`src/shp_pkg.sv`:
```
// Function
// - report every bin sort result on the nine category lines, reject and aux lines
// - flag primary above limit when primary exceeds the high limits of bins one to nine
// - flag primary below limit when primary is under the low limits of bins one to nine
// - flag secondary fail when secondary lies outside its high/low window
// - in pin trigger mode start a measurement on a rising trigger line edge seen in idle or publish
// - while panel lock is asserted ignore front-panel keys, resume when released
// - assert the contact alarm while the measurement circuit is interrupted
// - assert analog done when the analog phase ends so parts may be exchanged
// - sort outputs count as valid only once measurement complete is asserted
// - assert measurement complete only when data and sort outputs are valid
// - in list sweep mode the sort lines and the secondary flag carry list pass/fail meaning; the primary flags stay inactive
// - every handler output is active low
package shp_pkg;

  // clock and trigger pulse timing
  localparam int unsigned CLK_PERIOD_PS  = 5000;
  localparam int unsigned TRIG_MIN_NS    = 1000;
  localparam int unsigned TRIG_MIN_CYC   = (TRIG_MIN_NS * 1000 + CLK_PERIOD_PS - 1) / CLK_PERIOD_PS;

  // sizes of the sorting port and depth of the input synchronisers
  localparam int unsigned NUM_BINS       = 9;
  localparam int unsigned NUM_LIST_PTS   = 10;
  localparam int unsigned SYNC_STAGES    = 3;

  // reset values, all handler lines inactive (high)
  localparam logic        LINE_IDLE_N    = 1'h1;
  localparam logic [8:0]  CAT_IDLE_N     = 9'h1ff;

  // active-low sorting word as driven onto the handler pins
  typedef struct packed {
    logic [8:0] sort_category_lines;
    logic       reject;
    logic       aux;
    logic       primary_above_limit;
    logic       primary_below_limit;
    logic       secondary_fail;
  } shp_sort_t;

  localparam shp_sort_t SORT_IDLE_N = '{
    sort_category_lines : CAT_IDLE_N,
    reject              : LINE_IDLE_N,
    aux                 : LINE_IDLE_N,
    primary_above_limit : LINE_IDLE_N,
    primary_below_limit : LINE_IDLE_N,
    secondary_fail      : LINE_IDLE_N
  };

  // measurement sequence
  typedef enum logic [1:0] {
    SHP_IDLE,
    SHP_ANALOG,
    SHP_COMPARE,
    SHP_PUBLISH
  } shp_state_t;

endpackage : shp_pkg

```
`src/shp_handler_port.sv`:
```
`timescale 1ns/1ps
module shp_handler_port #(
  parameter int unsigned VAL_W = 24,
  parameter int unsigned NKEYS = 8
) (
  // clock and reset
  input  wire  logic                              clock,
  input  wire  logic                              rst_n,
  // handler input pins, asynchronous
  input  wire  logic                              trigger_in_line,
  input  wire  logic                              key_lock_n,
  // handler output pins, active low
  output shp_pkg::shp_sort_t                      sort_n_q,
  output logic                                    analog_done_n_q,
  output logic                                    measurement_complete_n_q,
  output logic                                    contact_alarm_n_q,
  // instrument configuration
  input  wire  logic                              pin_trigger_mode,
  input  wire  logic                              list_mode,
  input  wire  logic                              aux_enable,
  input  wire  logic                              soft_trigger,
  // measurement engine
  input  wire  logic                              analog_done_evt,
  input  wire  logic                              result_evt,
  input  wire  logic                              contact_open,
  input  wire  logic [VAL_W-1:0]                  primary_val,
  input  wire  logic [VAL_W-1:0]                  secondary_val,
  input  wire  logic [shp_pkg::NUM_BINS*VAL_W-1:0] bin_hi,
  input  wire  logic [shp_pkg::NUM_BINS*VAL_W-1:0] bin_lo,
  input  wire  logic [VAL_W-1:0]                  sec_hi,
  input  wire  logic [VAL_W-1:0]                  sec_lo,
  input  wire  logic [shp_pkg::NUM_LIST_PTS-1:0]  list_fail,
  output logic                                    meas_start_q,
  output logic                                    busy_q,
  // front panel keys
  input  wire  logic [NKEYS-1:0]                  key_press,
  output logic [NKEYS-1:0]                        key_accept_q
);

  localparam int unsigned NB = shp_pkg::NUM_BINS;
  localparam int unsigned NS = shp_pkg::SYNC_STAGES;

  // overview of the handler side, in the order a part moves through it:
  //
  // start sources
  // - pin mode: the trigger line is an outside signal with no timing
  //   relation to our clock, so it passes three flops first
  // - a level only counts once stages two and three agree, which filters
  //   single-cycle noise on a long cable at the cost of one cycle latency
  // - the rising edge is taken from that filtered level, never from the
  //   raw pin, so one clean pulse gives exactly one start
  // - soft mode: the engine's own request is already on our clock and is
  //   used as is; in pin mode it is ignored and the other way round
  //
  // sequence
  // - idle, analog, compare, publish; publish lasts a single cycle
  // - a start is only taken in idle or publish, so a handler that fires
  //   early while a part is still under test gets no second start
  // - a refused start leaves no trace; the handler sees it only as a
  //   missing drop of the done lines
  //
  // outputs towards the handler
  // - all lines are low when asserted and high at reset; done and complete stay low through idle until the next start
  // - analog done goes low as soon as the terminals may be released, so
  //   the handler can swap the part while the compare is still running
  // - the sort word is loaded in the compare cycle that sees the result,
  //   and complete follows one cycle later; the handler therefore never
  //   samples a word that is still settling
  // - a new start raises analog done and complete again but leaves the
  //   old sort word on the pins until the next result replaces it
  //
  // limitations
  // - bin windows are compared as unsigned values
  // - where windows overlap the lowest numbered bin is reported
  // - above and below flags are raised only when the value lies beyond
  //   every one of the nine limits, not beyond the matched bin alone
  // - the contact alarm is a plain registered copy of the detector; any
  //   debounce belongs to the engine that drives it

  // synchroniser chains and filtered levels
  logic [NS-1:0]       trg_sync_q;
  logic [NS-1:0]       lock_sync_q;
  logic                trg_lvl_q;
  logic                lock_lvl_q;
  wire                 trg_agree;
  wire                 lock_agree;
  wire                 trg_rise;
  wire                 panel_locked;

  // sequencing
  shp_pkg::shp_state_t state_q;
  shp_pkg::shp_state_t state_d;
  wire                 start_req;
  wire                 start_ok;

  // comparator
  logic [NB-1:0]       in_bin;
  logic [NB-1:0]       over_hi;
  logic [NB-1:0]       under_lo;
  wire  [NB-1:0]       first_bin;
  wire                 any_bin;
  wire                 above_all;
  wire                 below_all;
  wire                 sec_bad;
  shp_pkg::shp_sort_t  bin_sort;
  shp_pkg::shp_sort_t  list_sort;
  shp_pkg::shp_sort_t  next_sort;

  // three-stage synchronisers; stage one feeds stage two only
  always_ff @(posedge clock or negedge rst_n) begin
    if (!rst_n) begin
      trg_sync_q  <= '0;
      lock_sync_q <= '1;
    end else begin
      trg_sync_q  <= {trg_sync_q[NS-2:0], trigger_in_line};
      lock_sync_q <= {lock_sync_q[NS-2:0], key_lock_n};
    end
  end

  // a level change counts only once stages two and three agree
  assign trg_agree  = (trg_sync_q[1] == trg_sync_q[2]);
  assign lock_agree = (lock_sync_q[1] == lock_sync_q[2]);

  always_ff @(posedge clock or negedge rst_n) begin
    if (!rst_n) begin
      trg_lvl_q  <= 1'h0;
      lock_lvl_q <= 1'h1;
    end else begin
      if (trg_agree) trg_lvl_q <= trg_sync_q[2];
      if (lock_agree) lock_lvl_q <= lock_sync_q[2];
    end
  end

  // edge taken after filtering, so a glitch shorter than two cycles is lost
  assign trg_rise     = trg_agree & trg_sync_q[2] & ~trg_lvl_q;
  assign panel_locked = ~lock_lvl_q;

  // front panel key gate
  always_ff @(posedge clock or negedge rst_n) begin
    if (!rst_n) begin
      key_accept_q <= '0;
    end else begin
      key_accept_q <= panel_locked ? '0 : key_press;
    end
  end

  // start source follows the trigger mode; the pin is ignored otherwise
  assign start_req = pin_trigger_mode ? trg_rise : soft_trigger;
  // a start during a running measurement is dropped, not queued
  assign start_ok  = start_req & ((state_q == shp_pkg::SHP_IDLE) |
                                  (state_q == shp_pkg::SHP_PUBLISH));

  // next state of the measurement sequence
  always_comb begin
    state_d = state_q;
    case (state_q)
      shp_pkg::SHP_IDLE: begin
        if (start_ok) state_d = shp_pkg::SHP_ANALOG;
      end
      shp_pkg::SHP_ANALOG: begin
        if (analog_done_evt) state_d = shp_pkg::SHP_COMPARE;
      end
      shp_pkg::SHP_COMPARE: begin
        if (result_evt) state_d = shp_pkg::SHP_PUBLISH;
      end
      shp_pkg::SHP_PUBLISH: begin
        state_d = start_ok ? shp_pkg::SHP_ANALOG : shp_pkg::SHP_IDLE;
      end
      default: begin
        state_d = shp_pkg::SHP_IDLE;
      end
    endcase
  end

  always_ff @(posedge clock or negedge rst_n) begin
    if (!rst_n) state_q <= shp_pkg::SHP_IDLE;
    else        state_q <= state_d;
  end

  // per-bin window compare
  // each bin gets its own pair of comparators; with nine bins of full
  // width this is the largest piece of the block, traded for a result
  // that is ready in the same cycle the engine flags it
  // a bin whose low limit lies above its high limit never matches
  genvar gb;
  generate
    for (gb = 0; gb < NB; gb++) begin : g_bin
      wire [VAL_W-1:0] hi = bin_hi[gb*VAL_W +: VAL_W];
      wire [VAL_W-1:0] lo = bin_lo[gb*VAL_W +: VAL_W];
      assign over_hi[gb]  = (primary_val > hi);
      assign under_lo[gb] = (primary_val < lo);
      assign in_bin[gb]   = ~over_hi[gb] & ~under_lo[gb];
    end
  endgenerate

  // lowest numbered bin wins when windows overlap
  // subtracting one clears the lowest set bit and sets all below it, so
  // the masked value keeps only that lowest bit
  assign first_bin = in_bin & ~(in_bin - NB'(1));
  assign any_bin   = |in_bin;
  assign above_all = &over_hi;
  assign below_all = &under_lo;
  assign sec_bad   = (secondary_val > sec_hi) | (secondary_val < sec_lo);

  // bin comparison word, active low; a good primary with a bad secondary
  // goes to aux when enabled, otherwise to reject
  always_comb begin
    bin_sort.sort_category_lines = ~((sec_bad) ? '0 : first_bin);
    bin_sort.reject              = ~(~any_bin | (sec_bad & ~aux_enable));
    bin_sort.aux                 = ~(any_bin & sec_bad & aux_enable);
    bin_sort.primary_above_limit = ~above_all;
    bin_sort.primary_below_limit = ~below_all;
    bin_sort.secondary_fail      = ~sec_bad;
  end

  // list sweep word: each line is a point's out-of-limit flag
  // point ten uses the reject line, aux and secondary carry the overall
  // verdict, and the primary flags have no meaning so they stay inactive
  always_comb begin
    list_sort.sort_category_lines = ~list_fail[NB-1:0];
    list_sort.reject              = ~list_fail[NB];
    list_sort.aux                 = ~(|list_fail);
    list_sort.primary_above_limit = shp_pkg::LINE_IDLE_N;
    list_sort.primary_below_limit = shp_pkg::LINE_IDLE_N;
    list_sort.secondary_fail      = ~(|list_fail);
  end

  assign next_sort = list_mode ? list_sort : bin_sort;

  // sort outputs change only when a result lands; a new start keeps the
  // old word so the handler never sees a half-built result
  always_ff @(posedge clock or negedge rst_n) begin
    if (!rst_n) begin
      sort_n_q <= shp_pkg::SORT_IDLE_N;
    end else if ((state_q == shp_pkg::SHP_COMPARE) && result_evt) begin
      sort_n_q <= next_sort;
    end
  end

  // analog done: dropped on start, asserted when the analog phase ends
  always_ff @(posedge clock or negedge rst_n) begin
    if (!rst_n) begin
      analog_done_n_q <= shp_pkg::LINE_IDLE_N;
    end else if (start_ok) begin
      analog_done_n_q <= shp_pkg::LINE_IDLE_N;
    end else if ((state_q == shp_pkg::SHP_ANALOG) && analog_done_evt) begin
      analog_done_n_q <= 1'h0;
    end
  end

  // complete goes low one cycle after the sort word is loaded, so the
  // word is already stable when the handler samples it
  always_ff @(posedge clock or negedge rst_n) begin
    if (!rst_n) begin
      measurement_complete_n_q <= shp_pkg::LINE_IDLE_N;
    end else if (start_ok) begin
      measurement_complete_n_q <= shp_pkg::LINE_IDLE_N;
    end else if (state_q == shp_pkg::SHP_PUBLISH) begin
      measurement_complete_n_q <= 1'h0;
    end
  end

  // contact alarm follows the open-circuit detector
  // it is independent of the sequence, so a contact lost between parts
  // is shown to the handler at once
  always_ff @(posedge clock or negedge rst_n) begin
    if (!rst_n) contact_alarm_n_q <= shp_pkg::LINE_IDLE_N;
    else        contact_alarm_n_q <= ~contact_open;
  end

  // engine handshake
  // busy is taken from the next state so it rises together with the start
  // pulse and falls when the sort word is loaded, one cycle before complete
  always_ff @(posedge clock or negedge rst_n) begin
    if (!rst_n) begin
      meas_start_q <= 1'h0;
      busy_q       <= 1'h0;
    end else begin
      meas_start_q <= start_ok;
      busy_q       <= (state_d == shp_pkg::SHP_ANALOG) | (state_d == shp_pkg::SHP_COMPARE);
    end
  end

endmodule : shp_handler_port

```
`config.mk`:
```
export PLATFORM = sky130hd
export DESIGN_NAME = shp_handler_port
export DESIGN_NICKNAME = d
export VERILOG_FILES = /design/src/shp_pkg.sv /design/src/shp_handler_port.sv
export SDC_FILE = /design/constraint.sdc
export NUM_CORES = 1
export LEC_CHECK = 0
export BUFFER_PORTS_ARGS = -buffer_cell sky130_fd_sc_hd__clkbuf_2
export CAP_MARGIN = 20
export CORE_AREA = 2 2 226 228
export CTS_BUF_LIST = sky130_fd_sc_hd__clkbuf_8
export CTS_CLUSTER_DIAMETER = 60
export DETAILED_ROUTE_END_ITERATION = 12
export DIE_AREA = 0 0 228 230
export PLACE_DENSITY = 0.62
export SYNTH_ARGS = -nofsm -noshare
export SYNTH_HDL_FRONTEND = slang
export SYNTH_SLANG_ARGS = --single-unit
```
`constraint.sdc`:
```
create_clock -name clock -period 1.73 [get_ports clock]
set_clock_uncertainty 0.1 [all_clocks]
set_input_delay 0.0865 -clock clock [delete_from_list [all_inputs] [get_ports clock]]
set_output_delay 0.0865 -clock clock [all_outputs]
set_load 0.01 [all_outputs]
```
== Word level (Yosys, flattened, before mapping) ==
Cells that the tools add are included.

* Word-level logic and storage cells: 119
* Output and inout port bits: 27
* Bits in registers: 37
* Input port bits: 557

* Bitwise logic cells: 52
* Magnitude comparators: 20
* Add/subtract/negate cells: 1
* Mux-type cells: 13
* Reductions and logical operators: 9
* Eq/ne operators: 7

{| class="wikitable"
|+ Operator list
! cell !! number
|-
| greater-than comparator 24 bit || 10
|-
| less-than comparator 24 bit || 10
|-
| inverter 1 bit || 29
|-
| inverter 9 bit || 3
|-
| AND reduction 9 bit || 2
|-
| bitwise AND 1 bit || 15
|-
| 2-to-1 mux 14 bit || 1
|-
| OR reduction 10 bit || 1
|-
| bitwise AND 9 bit || 1
|-
| 2-to-1 mux 9 bit || 1
|-
| OR reduction 9 bit || 1
|-
| subtractor 9 x 1 -> 9 bit, second input constant || 1
|-
| 2-to-1 mux 8 bit || 1
|-
| case mux 2 bit (4 select lines) || 1
|-
| equality test 2 bit, second input constant || 3
|-
| 2-to-1 mux 1 bit || 6
|-
| 2-to-1 mux 2 bit || 3
|-
| equality test 2 x 1 -> 1 bit, second input constant || 2
|-
| bitwise OR 1 bit || 4
|-
| nonzero test 2 bit || 2
|-
| equality test 1 bit || 2
|-
| logical AND 1 bit || 2
|-
| logical NOT 2 bit || 1
|}

== Longest topological paths before layout ==
Gate-level depths: netlist of the first run.

* Word-level depth: 9
* Mapped depth: 11
* Depth with buffers taken out: 11

== Worst setup path before layout of the first run ==
OpenSTA, ideal clock, no wires.

* Path type: input-to-reg
* Start: input port bin_lo[74] in the netlist's numbering
* End: register sort_n_q[4] in the netlist's numbering
* Data required time: 1.548 ns
* Stages: 11
* Slack: -0.964 ns
* Setup time: 0.082 ns
* Arrival: 2.513 ns
* Cells stage by stage: inv_1 ha_1 a211oi_2 o21ai_1 a211oi_1 o311ai_1 a21oi_1 and2b_1 or4_1 or4_4 a211o_1

* Cells in the longest elaborated chain, start to end: 8

{| class="wikitable"
|+ Ends and longest elaborated chain
! what !! RTL line !! RTL
|-
| from (decl) || shp_handler_port.sv:29 || <nowiki>input wire logic [shp_pkg::NUM_BINS*VAL_W-1:0] bin_lo,</nowiki>
|-
| less-than comparator 24 bit || shp_handler_port.sv:191 || <nowiki>assign under_lo[gb] = (primary_val < lo);</nowiki>
|-
| inverter 1 bit || shp_handler_port.sv:192 || <nowiki>assign in_bin[gb] = ~over_hi[gb] & ~under_lo[gb];</nowiki>
|-
| bitwise AND 1 bit || shp_handler_port.sv:192 ||
|-
| OR reduction 9 bit || shp_handler_port.sv:200 || <nowiki>assign any_bin = |in_bin;</nowiki>
|-
| inverter 1 bit || shp_handler_port.sv:209 || <nowiki>bin_sort.reject = ~(~any_bin | (sec_bad & ~aux_enable));</nowiki>
|-
| bitwise OR 1 bit || shp_handler_port.sv:209 ||
|-
| inverter 1 bit || shp_handler_port.sv:209 ||
|-
| 2-to-1 mux 14 bit || shp_handler_port.sv:228 || <nowiki>assign next_sort = list_mode ? list_sort : bin_sort;</nowiki>
|-
| to (signal assigned) || shp_handler_port.sv:234 || <nowiki>sort_n_q <= shp_pkg::SORT_IDLE_N;</nowiki>
|-
| to (signal assigned) || shp_handler_port.sv:236 || <nowiki>sort_n_q <= next_sort;</nowiki>
|-
| to (decl) || shp_handler_port.sv:13 || <nowiki>output shp_pkg::shp_sort_t sort_n_q,</nowiki>
|}

No other way between the ends.
A chain may end at the register's enable or synchronous reset.

== Worst setup path after layout of the first run ==
* Start: input port primary_val[23]
* End: register sort_n_q[4] in the netlist's numbering

* Cells in the longest elaborated chain, start to end: 8
* Elaborated cells between the ends (all ways): 50
* Classes of those cells: order compare (18); mux (1); bitwise (30); reduce/logical (1)

{| class="wikitable"
|+ Ends and longest elaborated chain
! what !! RTL line !! RTL
|-
| from (decl) || shp_handler_port.sv:26 || <nowiki>input wire logic [VAL_W-1:0] primary_val,</nowiki>
|-
| greater-than comparator 24 bit or less-than comparator 24 bit (tied branches) || shp_handler_port.sv:190, shp_handler_port.sv:191 ||
|-
| inverter 1 bit || shp_handler_port.sv:192 ||
|-
| bitwise AND 1 bit || shp_handler_port.sv:192 ||
|-
| OR reduction 9 bit (*) || shp_handler_port.sv:200 ||
|-
| inverter 1 bit (*) || shp_handler_port.sv:209 ||
|-
| bitwise OR 1 bit (*) || shp_handler_port.sv:209 ||
|-
| inverter 1 bit (*) || shp_handler_port.sv:209 ||
|-
| 2-to-1 mux 14 bit (*) || shp_handler_port.sv:228 ||
|}

Every way passes the cells marked *; elsewhere a longest branch is shown, timed or not.

==> results.yml, run 1 <==
status:
  status: "finished with violations"
  violations: "negative setup slack"
timing:
  fin_crit_sh_pct: 172
  rsz0062_at_grt: "yes"
  hold_viol: 0
  max_slew_margin_pct: 60.9
  min_period_ns: 2.98
  fin_ws_ns: -1.25
  timing.hold.ws_ns: 0.0150
  worst_pin_slew_ns: 0.581
  maxSlewViolCount: 0
  clock.fmax_mhz: 335
  finalSetupViolCount: 14
global_route:
  grt_overflow: 0
  grt.total_usage_pct: 22.5
  grt_pass1_vias: 16300
  grt_max_degree: 38
  grt_pass1_wl_mm: 91.3
  antenna_found_initial: 7
setup_path:
  worstPathArrival_ns: 3.11
  crit_path_top_delay_cell: "or4_4"
  criticalPathCategory: "in -> reg"
  cp-end-kind: "flip-flop"
  r2r_cells: 8
  crit_required_ns: 1.86
  max_stage_delay_ns: 0.47
  crit_fanout: 5
  r2r_start: "state_q[0]$_DFF_PN0_"
  timing.rr.end: "sort_n_q[3]$_DFFE_PN1P_"
  startpoint_type: "primary input"
  crit_chain: "buf_8 > buf_12 > buf_12 > ha_4 > nand4_4 > nor4_4 > nand2_1 > o211a_1 > a21bo_1 > nor2b_4 > or4_4 > or4_4 > a211o_1"
  r2r_slack_ns: -0.09
power:
  power_mw: 8.18
  power_density_mw_per_mm2: 380
  p_leak_nw: 12.5
  vdd_ir_drop_max_mv: 0.342
yosys:
  ys_types: 70
  syn_area_per_cell_sq_um: 7.43
  syn_area_sq_mm: 0.0134
  ys_seq_area_share_pct: 7.10
  synthTopCellsByArea: "ha_1 (44%), inv_1 (13%), a21oi_1 (6.3%), dfstp_2 (4.1%), nand4_1 (3.3%)"
  ys.flop_type: "dfstp_2"
  synth-seq-cells: 37
  syn_inst: 1804
  synth_enable_flop_cells: 0
  async_flop_share_pct: 100
  yosys.area.top_type_share_pct: 44.3
  synth_fp_nets: 2836
  yosysWarnings: 0
  yosys.area.top_type: "ha_1"
place:
  placed_cell_area_sq_mm: 0.0195
  port_buffers: 583
  gp_congestion: 0.952
  dpl.hpwl_mm: 53.8
floorplanning:
  dieArea_sq_mm: 0.0524
  start_util_pct: 26.9
  core.rowCount: 82
  io_pins: 584
  coreArea_sq_mm: 0.0499
  dieWidth_um: 228
  die_h_um: 230
flow_run:
  cap_viol_max_count: 0
cts:
  clk_path_buf_depth: 2
  root_buffer: "clkbuf_8"
  cts_tree: "done"
  numClockSinks: 37
  insertion_delay_ns: 0.29
  cts.clk_slew.worst_paths_ns: 0.08
  numCtsBuffers: 5
  htreeDepth: 2
routing:
  dr.pass1.iters: 5
  wire_per_inst_um: 18.4
  drc: 0
  final_antenna_net_count: 0
  vias_per_cell: 4.76
  finalWirelength_mm: 61.9
  vias: 16000
  dr.first_iter.drc_count: 760
worst_hold_path:
  hold_depth: 4
  worstHoldEndpoint: "sort_n_q[3]$_DFFE_PN1P_"
  min-delay-start: "aux_enable"
  hold_class: "in -> reg"
final_layout:
  finalNetCount: 3721
  final_common_cell: "clkbuf_2"
  stdcell_area_sq_mm: 0.0215
  syn_to_final_growth_pct: 60.5
  n_fill_cell: 5109
  final_core_util_pct: 43.2
  final_cell_mix: "clkbuf_2 (558), inv_1 (451), ha_1 (405), buf_4 (242), a21oi_1 (144)"
  drive_gt1_share_pct: 40.7
routing by layer:
metal	track usage, %	vias to the layer above	wire (um)
met3	2.53	96	3410
met1	28.8	7274	26800
met5	0	-	13
met4	6.41	2	2110
li1	-	8095	-
met2	39.7	558	29500
critical path: cells and delay by family:
| kind | cells | cell delay, ns |
|---|---|---|
| fa+ha+maj | 1 | 0.28 |
| compound gates | 3 | 0.65 |
| buf+inv | 3 | 0.38 |
| simple gates | 6 | 1.70 |
cell families after synthesis:
family | Yosys count | share of synthesized area [%]
fa+ha+maj | 476 | 44.4
flops | 37 | 7.10
simple gates | 380 | 15.1
xor+xnor | 1 | 0.0653
compound gates | 430 | 19.8
mux | 1 | 0.0840
buf+inv | 479 | 13.4
cell type report:
| class | instances | area, sq um | share of cell area (%) |
|---|---|---|---|
| diodes | 5 | 12.5 | 0.0581 |
| clock buffers | 6 | 82.6 | 0.384 |
| clock inverters | 2 | 13.8 | 0.0639 |
| inverters | 475 | 1790 | 8.32 |
| multi-input cells | 1288 | 12100 | 56.3 |
| flip-flops and latches | 37 | 952 | 4.42 |
| well taps | 672 | 841 | 3.91 |
| repair buffers | 882 | 5710 | 26.5 |
registers in the layout, indices dropped and copies added (netlist names):
signal,flops
analog_done_n_q,1
busy_q,1
contact_alarm_n_q,1
key_accept_q,8
lock_lvl_q,1
lock_sync_q,3
meas_start_q,1
measurement_complete_n_q,1
sort_n_q,14
state_q,2
trg_lvl_q,1
trg_sync_q,3
what timing repair did:
| action | 4_1_cts | 5_1_grt |
|---|---|---|
| hold buffers | 16 | 0 |
| cloned | 1 | 1 |
| hold endpoints to repair | 31 | 0 |
| gates resized for setup | 179 | 104 |
| buffers inserted | 21 | 18 |
| setup endpoints to repair | 14 | 15 |
| pin swaps | 57 | 49 |
power by group:
group	total (mW)	switching (mW)	leakage (nW)	internal [mW]
Clock	0.649	0.326	0.0512	0.323
Combinational	6.16	3.13	12.0	3.03
Sequential	1.37	0.137	0.421	1.23
Total	8.18	3.60	12.5	4.58
through the flow:
stage	setup WS (ns)	TNS, ns	std cells
2_1_floorplan	-0.876	-6.40	1804
3_3_place_gp	-1.78	-19.67	3300
3_5_place_dp	-1.85	-20.01	3300
4_1_cts	-1.19	-11.13	3344
5_1_grt	-1.30	-12.26	3365
6_report	-1.25	-11.16	3367
synth_stat cells (4+ instances only):
library cell  instances
ha_1                475
inv_1               475
a21oi_1             168
nand2_1              88
o21ai_0              82
nand4_1              71
nor2_1               62
a21o_1               52
nand3_1              40
a211oi_1             25
dfstp_2              21
nor2b_1              20
nor3_1               20
dfrtp_1              16
o211ai_1             15
nor4_1               14
and2_1               13
a31oi_1              12
a21boi_0              9
o21a_1                9
and3_1                8
and4_1                8
a211o_1               7
nand2b_1              7
a2111oi_0             5
a221o_1               5
a221oi_1              5
a22o_1                5
and2b_1               4
o21ai_1               4
worst max path at each step:
stage               startpoint                       to  slack, ns  depth (start not counted)
3_5_place_dp    primary_val[2]  sort_n_q[4]$_DFFE_PN1P_      -1.85                         13
5_1_grt        primary_val[18]  sort_n_q[4]$_DFFE_PN1P_      -1.30                         11
4_1_cts        primary_val[22]  sort_n_q[4]$_DFFE_PN1P_      -1.19                         13
6_report       primary_val[23]  sort_n_q[4]$_DFFE_PN1P_      -1.25                         13
3_3_place_gp    primary_val[2]  sort_n_q[4]$_DFFE_PN1P_      -1.78                         12
2_1_floorplan   primary_val[2]  sort_n_q[4]$_DFFE_PN1P_      -0.88                         10
Power figures use the tool's default switching activity.
==> inputs of run 2 (changes only) <==
--- a/config.mk
+++ b/config.mk
@@ -12,7 +12,7 @@
 export CTS_CLUSTER_DIAMETER = 60
 export DETAILED_ROUTE_END_ITERATION = 12
 export DIE_AREA = 0 0 228 230
-export PLACE_DENSITY = 0.62
+export PLACE_DENSITY = 0.6
 export SYNTH_ARGS = -nofsm -noshare
 export SYNTH_HDL_FRONTEND = slang
 export SYNTH_SLANG_ARGS = --single-unit
==> constraint.sdc (replaced) <==
create_clock -name clock -period 3.87 [get_ports clock]
set_clock_uncertainty 0.1 [all_clocks]
set_input_delay 0.1935 -clock clock [delete_from_list [all_inputs] [get_ports clock]]
set_output_delay 0.1935 -clock clock [all_outputs]
set_load 0.01 [all_outputs]
==> results.yml, run 2 (synthesis results as in run 1) <==
status:
  status: "finished clean"
global_route:
  grt_pass1_wl_mm: 85.7
  grt.total_usage_pct: 21.3
  grt_max_degree: 38
  grt_pass1_vias: 14900
  antenna_found_initial: 10
  grt_overflow: 0
cts:
  root_buffer: "clkbuf_8"
  htreeDepth: 2
  cts.clk_slew.worst_paths_ns: 0.08
  clk_path_buf_depth: 2
  insertion_delay_ns: 0.29
  cts_tree: "done"
  numCtsBuffers: 5
  numClockSinks: 37
worst_hold_path:
  min-delay-start: "key_press[5]"
  hold_class: "in -> reg"
  worstHoldEndpoint: "key_accept_q[5]$_DFF_PN0_"
  hold_depth: 2
power:
  vdd_ir_drop_max_mv: 0.173
  p_leak_nw: 11.0
  power_mw: 3.07
  power_density_mw_per_mm2: 174
final_layout:
  largest-register: "sort_n_q"
  largest_reg_flops: 14
  final_core_util_pct: 35.5
  final_cell_mix: "clkbuf_2 (583), inv_1 (475), ha_1 (475), a21oi_1 (168), nand2_1 (88)"
  drive_gt1_share_pct: 27.4
  finalNetCount: 3472
  reg.largest.list: "sort_n_q (14), key_accept_q (8)"
  final_common_cell: "clkbuf_2"
  syn_to_final_growth_pct: 31.9
  n_fill_cell: 5421
setup_path:
  r2r_slack_ns: 1.41
  cp-end-kind: "flip-flop"
  crit_path_top_delay_cell: "nor4_1"
  criticalPathCategory: "in -> reg"
  crit_buf_inv: 1
  r2r_start: "state_q[0]$_DFF_PN0_"
  crit_required_ns: 3.98
  timing.rr.end: "sort_n_q[12]$_DFFE_PN1P_"
  crit_chain: "clkbuf_2 > ha_1 > nand4_1 > nor4_1 > nor2b_1 > o21ai_1 > and2b_1 > or4_1 > or4_4 > a211o_1"
  path_delay_family: "simple AND/OR/NAND/NOR gates"
  worstPathArrival_ns: 3.76
  startpoint_type: "primary input"
  r2r_cells: 6
  crit_fanout: 8
  max_stage_delay_ns: 0.85
timing:
  rsz0062_at_grt: "no"
  hold_viol: 0
  worst_pin_slew_ns: 0.941
  fin_crit_sh_pct: 94.2
  finalSetupViolCount: 0
  clock.fmax_mhz: 274
  maxSlewViolCount: 0
  min_period_ns: 3.65
  fin_ws_ns: 0.225
  max_slew_margin_pct: 36.7
  timing.hold.ws_ns: 0.0108
place:
  place_ws_ns: -0.0591
  dpl.hpwl_mm: 52.2
  port_buffers: 583
  gp_congestion: 0.897
routing:
  vias: 14800
  finalWirelength_mm: 57.8
  final_antenna_net_count: 0
  dr.first_iter.drc_count: 749
  vias_per_cell: 4.73
  drc: 0
  dr.pass1.iters: 8
  wire_per_inst_um: 18.5
floorplanning:
  die_h_um: 230
  dieWidth_um: 228
  core.rowCount: 82
  dieArea_sq_mm: 0.0524
  start_util_pct: 26.9
  io_pins: 584
  coreArea_sq_mm: 0.0499
flow_run:
  cap_viol_max_count: 0
[run 2: worst reg2reg max path: cells and delay by family, from the launching register on]
| kind | cells | cell delay [ns] |
|---|---|---|
| and+or+nand+nor | 3 | 1.36 |
| DFF | 1 | 0.44 |
| adders and majority gates | 1 | 0.21 |
| AOI/OAI and AO/OA | 1 | 0.17 |
| buffers and inverters | 1 | 0.10 |
[run 2: how the worst max path moves through the flow]
stage	startpoint	end	cells after the start
final	primary_val[23]	sort_n_q[4]$_DFFE_PN1P_	10
after CTS	primary_val[23]	sort_n_q[4]$_DFFE_PN1P_	10
after global placement	primary_val[23]	sort_n_q[4]$_DFFE_PN1P_	10
after global routing	primary_val[23]	sort_n_q[4]$_DFFE_PN1P_	10
after detailed placement	primary_val[23]	sort_n_q[4]$_DFFE_PN1P_	10
after floorplan	bin_lo[74]	sort_n_q[4]$_DFFE_PN1P_	11
[run 2: area by class of cell]
type	instances	area [sq um]	share of cell area [%]
clock inverter	2	37.5	0.212
inverter	475	1780	10.1
multi-input combinational	1288	10700	60.3
antenna	12	30.0	0.170
timing repair buffer	633	3300	18.7
sequential	37	952	5.38
clock buffer	6	82.6	0.467
tap	672	841	4.75
[run 2: timing repair]
item	4_1_cts	5_1_grt
gates resized for setup	0	0
buffers inserted	0	0
hold buffers	4	0
endpoints found under the hold margin	19	0
[run 2: metal layers]
layer / routed length, um / up-vias / share of wire [%] / GRT usage (%)
met4: 1840 / 0 / 3.2 / 6.86
li1: - / 7584 / - / -
met2: 27100 / 486 / 47 / 37.0
met3: 2500 / 78 / 4.3 / 2.00
met1: 26400 / 6618 / 46 / 27.7
met5: 0 / - / 0 / 0
[run 2: per-stage QoR]
stage | cell area, sq um | setup TNS (ns) | instances
after floorplan | 13400 | 0 | 1804
after global placement | 17500 | -0.00357 | 3101
after detailed placement | 17500 | -0.0591 | 3101
after CTS | 17700 | 0 | 3113
after global routing | 17700 | 0 | 3123
final | 17700 | 0 | 3125
[run 2: power by group]
group          switching (mW)  leakage [nW]  total [mW]  internal (mW)
Clock                   0.150        0.0575       0.359          0.210
Sequential             0.0687         0.421       0.617          0.549
Combinational            1.17          10.5        2.10          0.921
==> inputs of run 3 (changes only) <==
==> constraint.sdc (replaced) <==
create_clock -name clock -period 4.6 [get_ports clock]
set_clock_uncertainty 0.1 [all_clocks]
set_input_delay 0.23 -clock clock [delete_from_list [all_inputs] [get_ports clock]]
set_output_delay 0.23 -clock clock [all_outputs]
set_load 0.01 [all_outputs]
==> results.yml, run 3 (synthesis results as in run 1) <==
timing:
  clock.fmax_mhz: 261
  rsz0062_at_grt: "no"
  worst_pin_slew_ns: 0.933
  setup_tns_ns: 0
  fin_crit_sh_pct: 83.4
  finalSetupViolCount: 0
  fin_ws_ns: 0.763
  hold_viol: 0
  maxSlewViolCount: 0
  min_period_ns: 3.84
  max_slew_margin_pct: 37.8
setup_path:
  crit_chain: "clkbuf_2 > buf_4 > ha_1 > a211oi_1 > o21ai_0 > a211oi_1 > o21ai_0 > a21oi_1 > nor2_1 > or4_1 > or4_4 > a211o_1"
  path_delay_family: "compound AO/OA/AOI/OAI gates"
  worstPathArrival_ns: 3.96
  cp-end-kind: "flip-flop"
  startpoint_type: "primary input"
  max_stage_delay_ns: 0.57
  crit_buf_inv: 2
  crit_fanout: 16
  crit_required_ns: 4.72
  criticalPathCategory: "in -> reg"
  crit_path_top_delay_cell: "a211oi_1"
final_layout:
  final_core_util_pct: 35.2
  reg.largest.list: "sort_n_q (14), key_accept_q (8)"
  final_cell_mix: "clkbuf_2 (583), inv_1 (475), ha_1 (475), a21oi_1 (168), nand2_1 (88)"
  drive_gt1_share_pct: 26.9
  largest_reg_flops: 14
  syn_to_final_growth_pct: 30.9
  largest-register: "sort_n_q"
  final_common_cell: "clkbuf_2"
  finalNetCount: 3453
  instances_no_fill: 3100
  n_fill_cell: 5450
floorplanning:
  dieArea_sq_mm: 0.0524
  dieWidth_um: 228
  core.rowCount: 82
  start_util_pct: 26.9
  coreArea_sq_mm: 0.0499
  die_h_um: 230
  io_pins: 584
cts:
  cts_tree: "done"
  insertion_delay_ns: 0.30
  numClockSinks: 37
  htreeDepth: 2
  numCtsBuffers: 5
  cts.clk_slew.worst_paths_ns: 0.08
  post_cts_buffers: 0
  root_buffer: "clkbuf_8"
  ctsResizeCount: 0
  clk_path_buf_depth: 2
place:
  place_ws_ns: 0.353
  gp_congestion: 0.904
  port_buffers: 583
  dpl.hpwl_mm: 51.8
  dp_cells: 3082
flow_run:
  cap_viol_max_count: 0
routing:
  wire_per_inst_um: 18.5
  vias_per_cell: 4.71
  vias: 14600
  dr.first_iter.drc_count: 585
  drc: 0
  finalWirelength_mm: 57.3
  dr.pass1.iters: 5
  final_antenna_net_count: 0
power:
  power_density_mw_per_mm2: 148
  power_frac_seq_pct: 19.9
  p_sw_share_pct: 44.7
  p_leak_nw: 10.9
  power_mw: 2.60
  p_sw_mw: 1.16
  vdd_ir_drop_max_mv: 0.159
  combPwrFrac_pct: 66.9
  p_int_mw: 1.44
  pwr-share-clk_pct: 13.2
worst_hold_path:
  hold_class: "in -> reg"
global_route:
  grt_overflow: 0
  grt_pass1_wl_mm: 84.5
  grt_pass1_vias: 14600
  grt.total_usage_pct: 21.1
  grt_max_degree: 38
  antenna_found_initial: 9
status:
  status: "finished clean"
## run 3: cell count changes in the layout (fill, tap and decap cells not counted)
cell	before	now
buf_4	46	27
diode_2	12	6
bufinv_16	1	2
clkbuf_8	6	5
clkinvlp_4	1	0
inv_6	0	1
## run 3: cell type report
cell class / instances / area (sq um) / share of cell area, %
antenna: 6 / 15.0 / 0.0856
clock buffer: 5 / 68.8 / 0.392
clock inverter: 3 / 68.8 / 0.392
inverter: 475 / 1780 / 10.2
multi-input combinational: 1288 / 10700 / 60.7
sequential: 37 / 952 / 5.43
tap: 672 / 841 / 4.79
timing repair buffer: 614 / 3160 / 18.0
## run 3: timing repair
action                                  in CTS  in global routing
endpoints found under the setup margin       0                  0
hold endpoints to repair                    19                  0
hold buffers                                 4                  0
## run 3: through the flow
| step | hold slack [ns] | cell area (sq um) |
|---|---|---|
| final | 0.0424 | 17500 |
| after floorplan | -0.166 | 13400 |
| after CTS | 0.0389 | 17500 |
| after detailed placement | 0.219 | 17400 |
| after global routing | 0.0451 | 17500 |
| after global placement | 0.219 | 17400 |
## run 3: routing by layer
metal  up-vias  wire (um)  GRT usage [%]
li1       7547          -              -
met5         -         37              0
met1      6520      26500           27.9
met4         6       1590           5.58
met3        73       2750           2.16
met2       444      26400           36.5
## run 3: worst paths after layout
kind	startpoint	endpoint	slack, ns	cells after the start
max	primary_val[2]	sort_n_q[4]$_DFFE_PN1P_	0.76	12
min	key_press[4]	key_accept_q[4]$_DFF_PN0_	0.04	2
max reg2reg	state_q[0]$_DFF_PN0_	sort_n_q[12]$_DFFE_PN1P_	2.16	6
min reg2reg	trg_sync_q[0]$_DFF_PN0_	trg_sync_q[1]$_DFF_PN0_	0.26	0
max in group asynchronous	rst_n	state_q[0]$_DFF_PN0_	3.33	2
min in group asynchronous	rst_n	key_accept_q[0]$_DFF_PN0_	0.50	2
## run 3: power groups by stage
| stage | clock network [mW] | logic, mW | registers (mW) |
|---|---|---|---|
| floorplan | 0 | 0.918 | 0.549 |
| global placement | 0 | 1.74 | 0.520 |
| detailed placement | 0 | 1.74 | 0.522 |
| CTS | 0.348 | 1.75 | 0.516 |
| global route | 0.360 | 1.98 | 0.529 |
| finish | 0.344 | 1.74 | 0.517 |
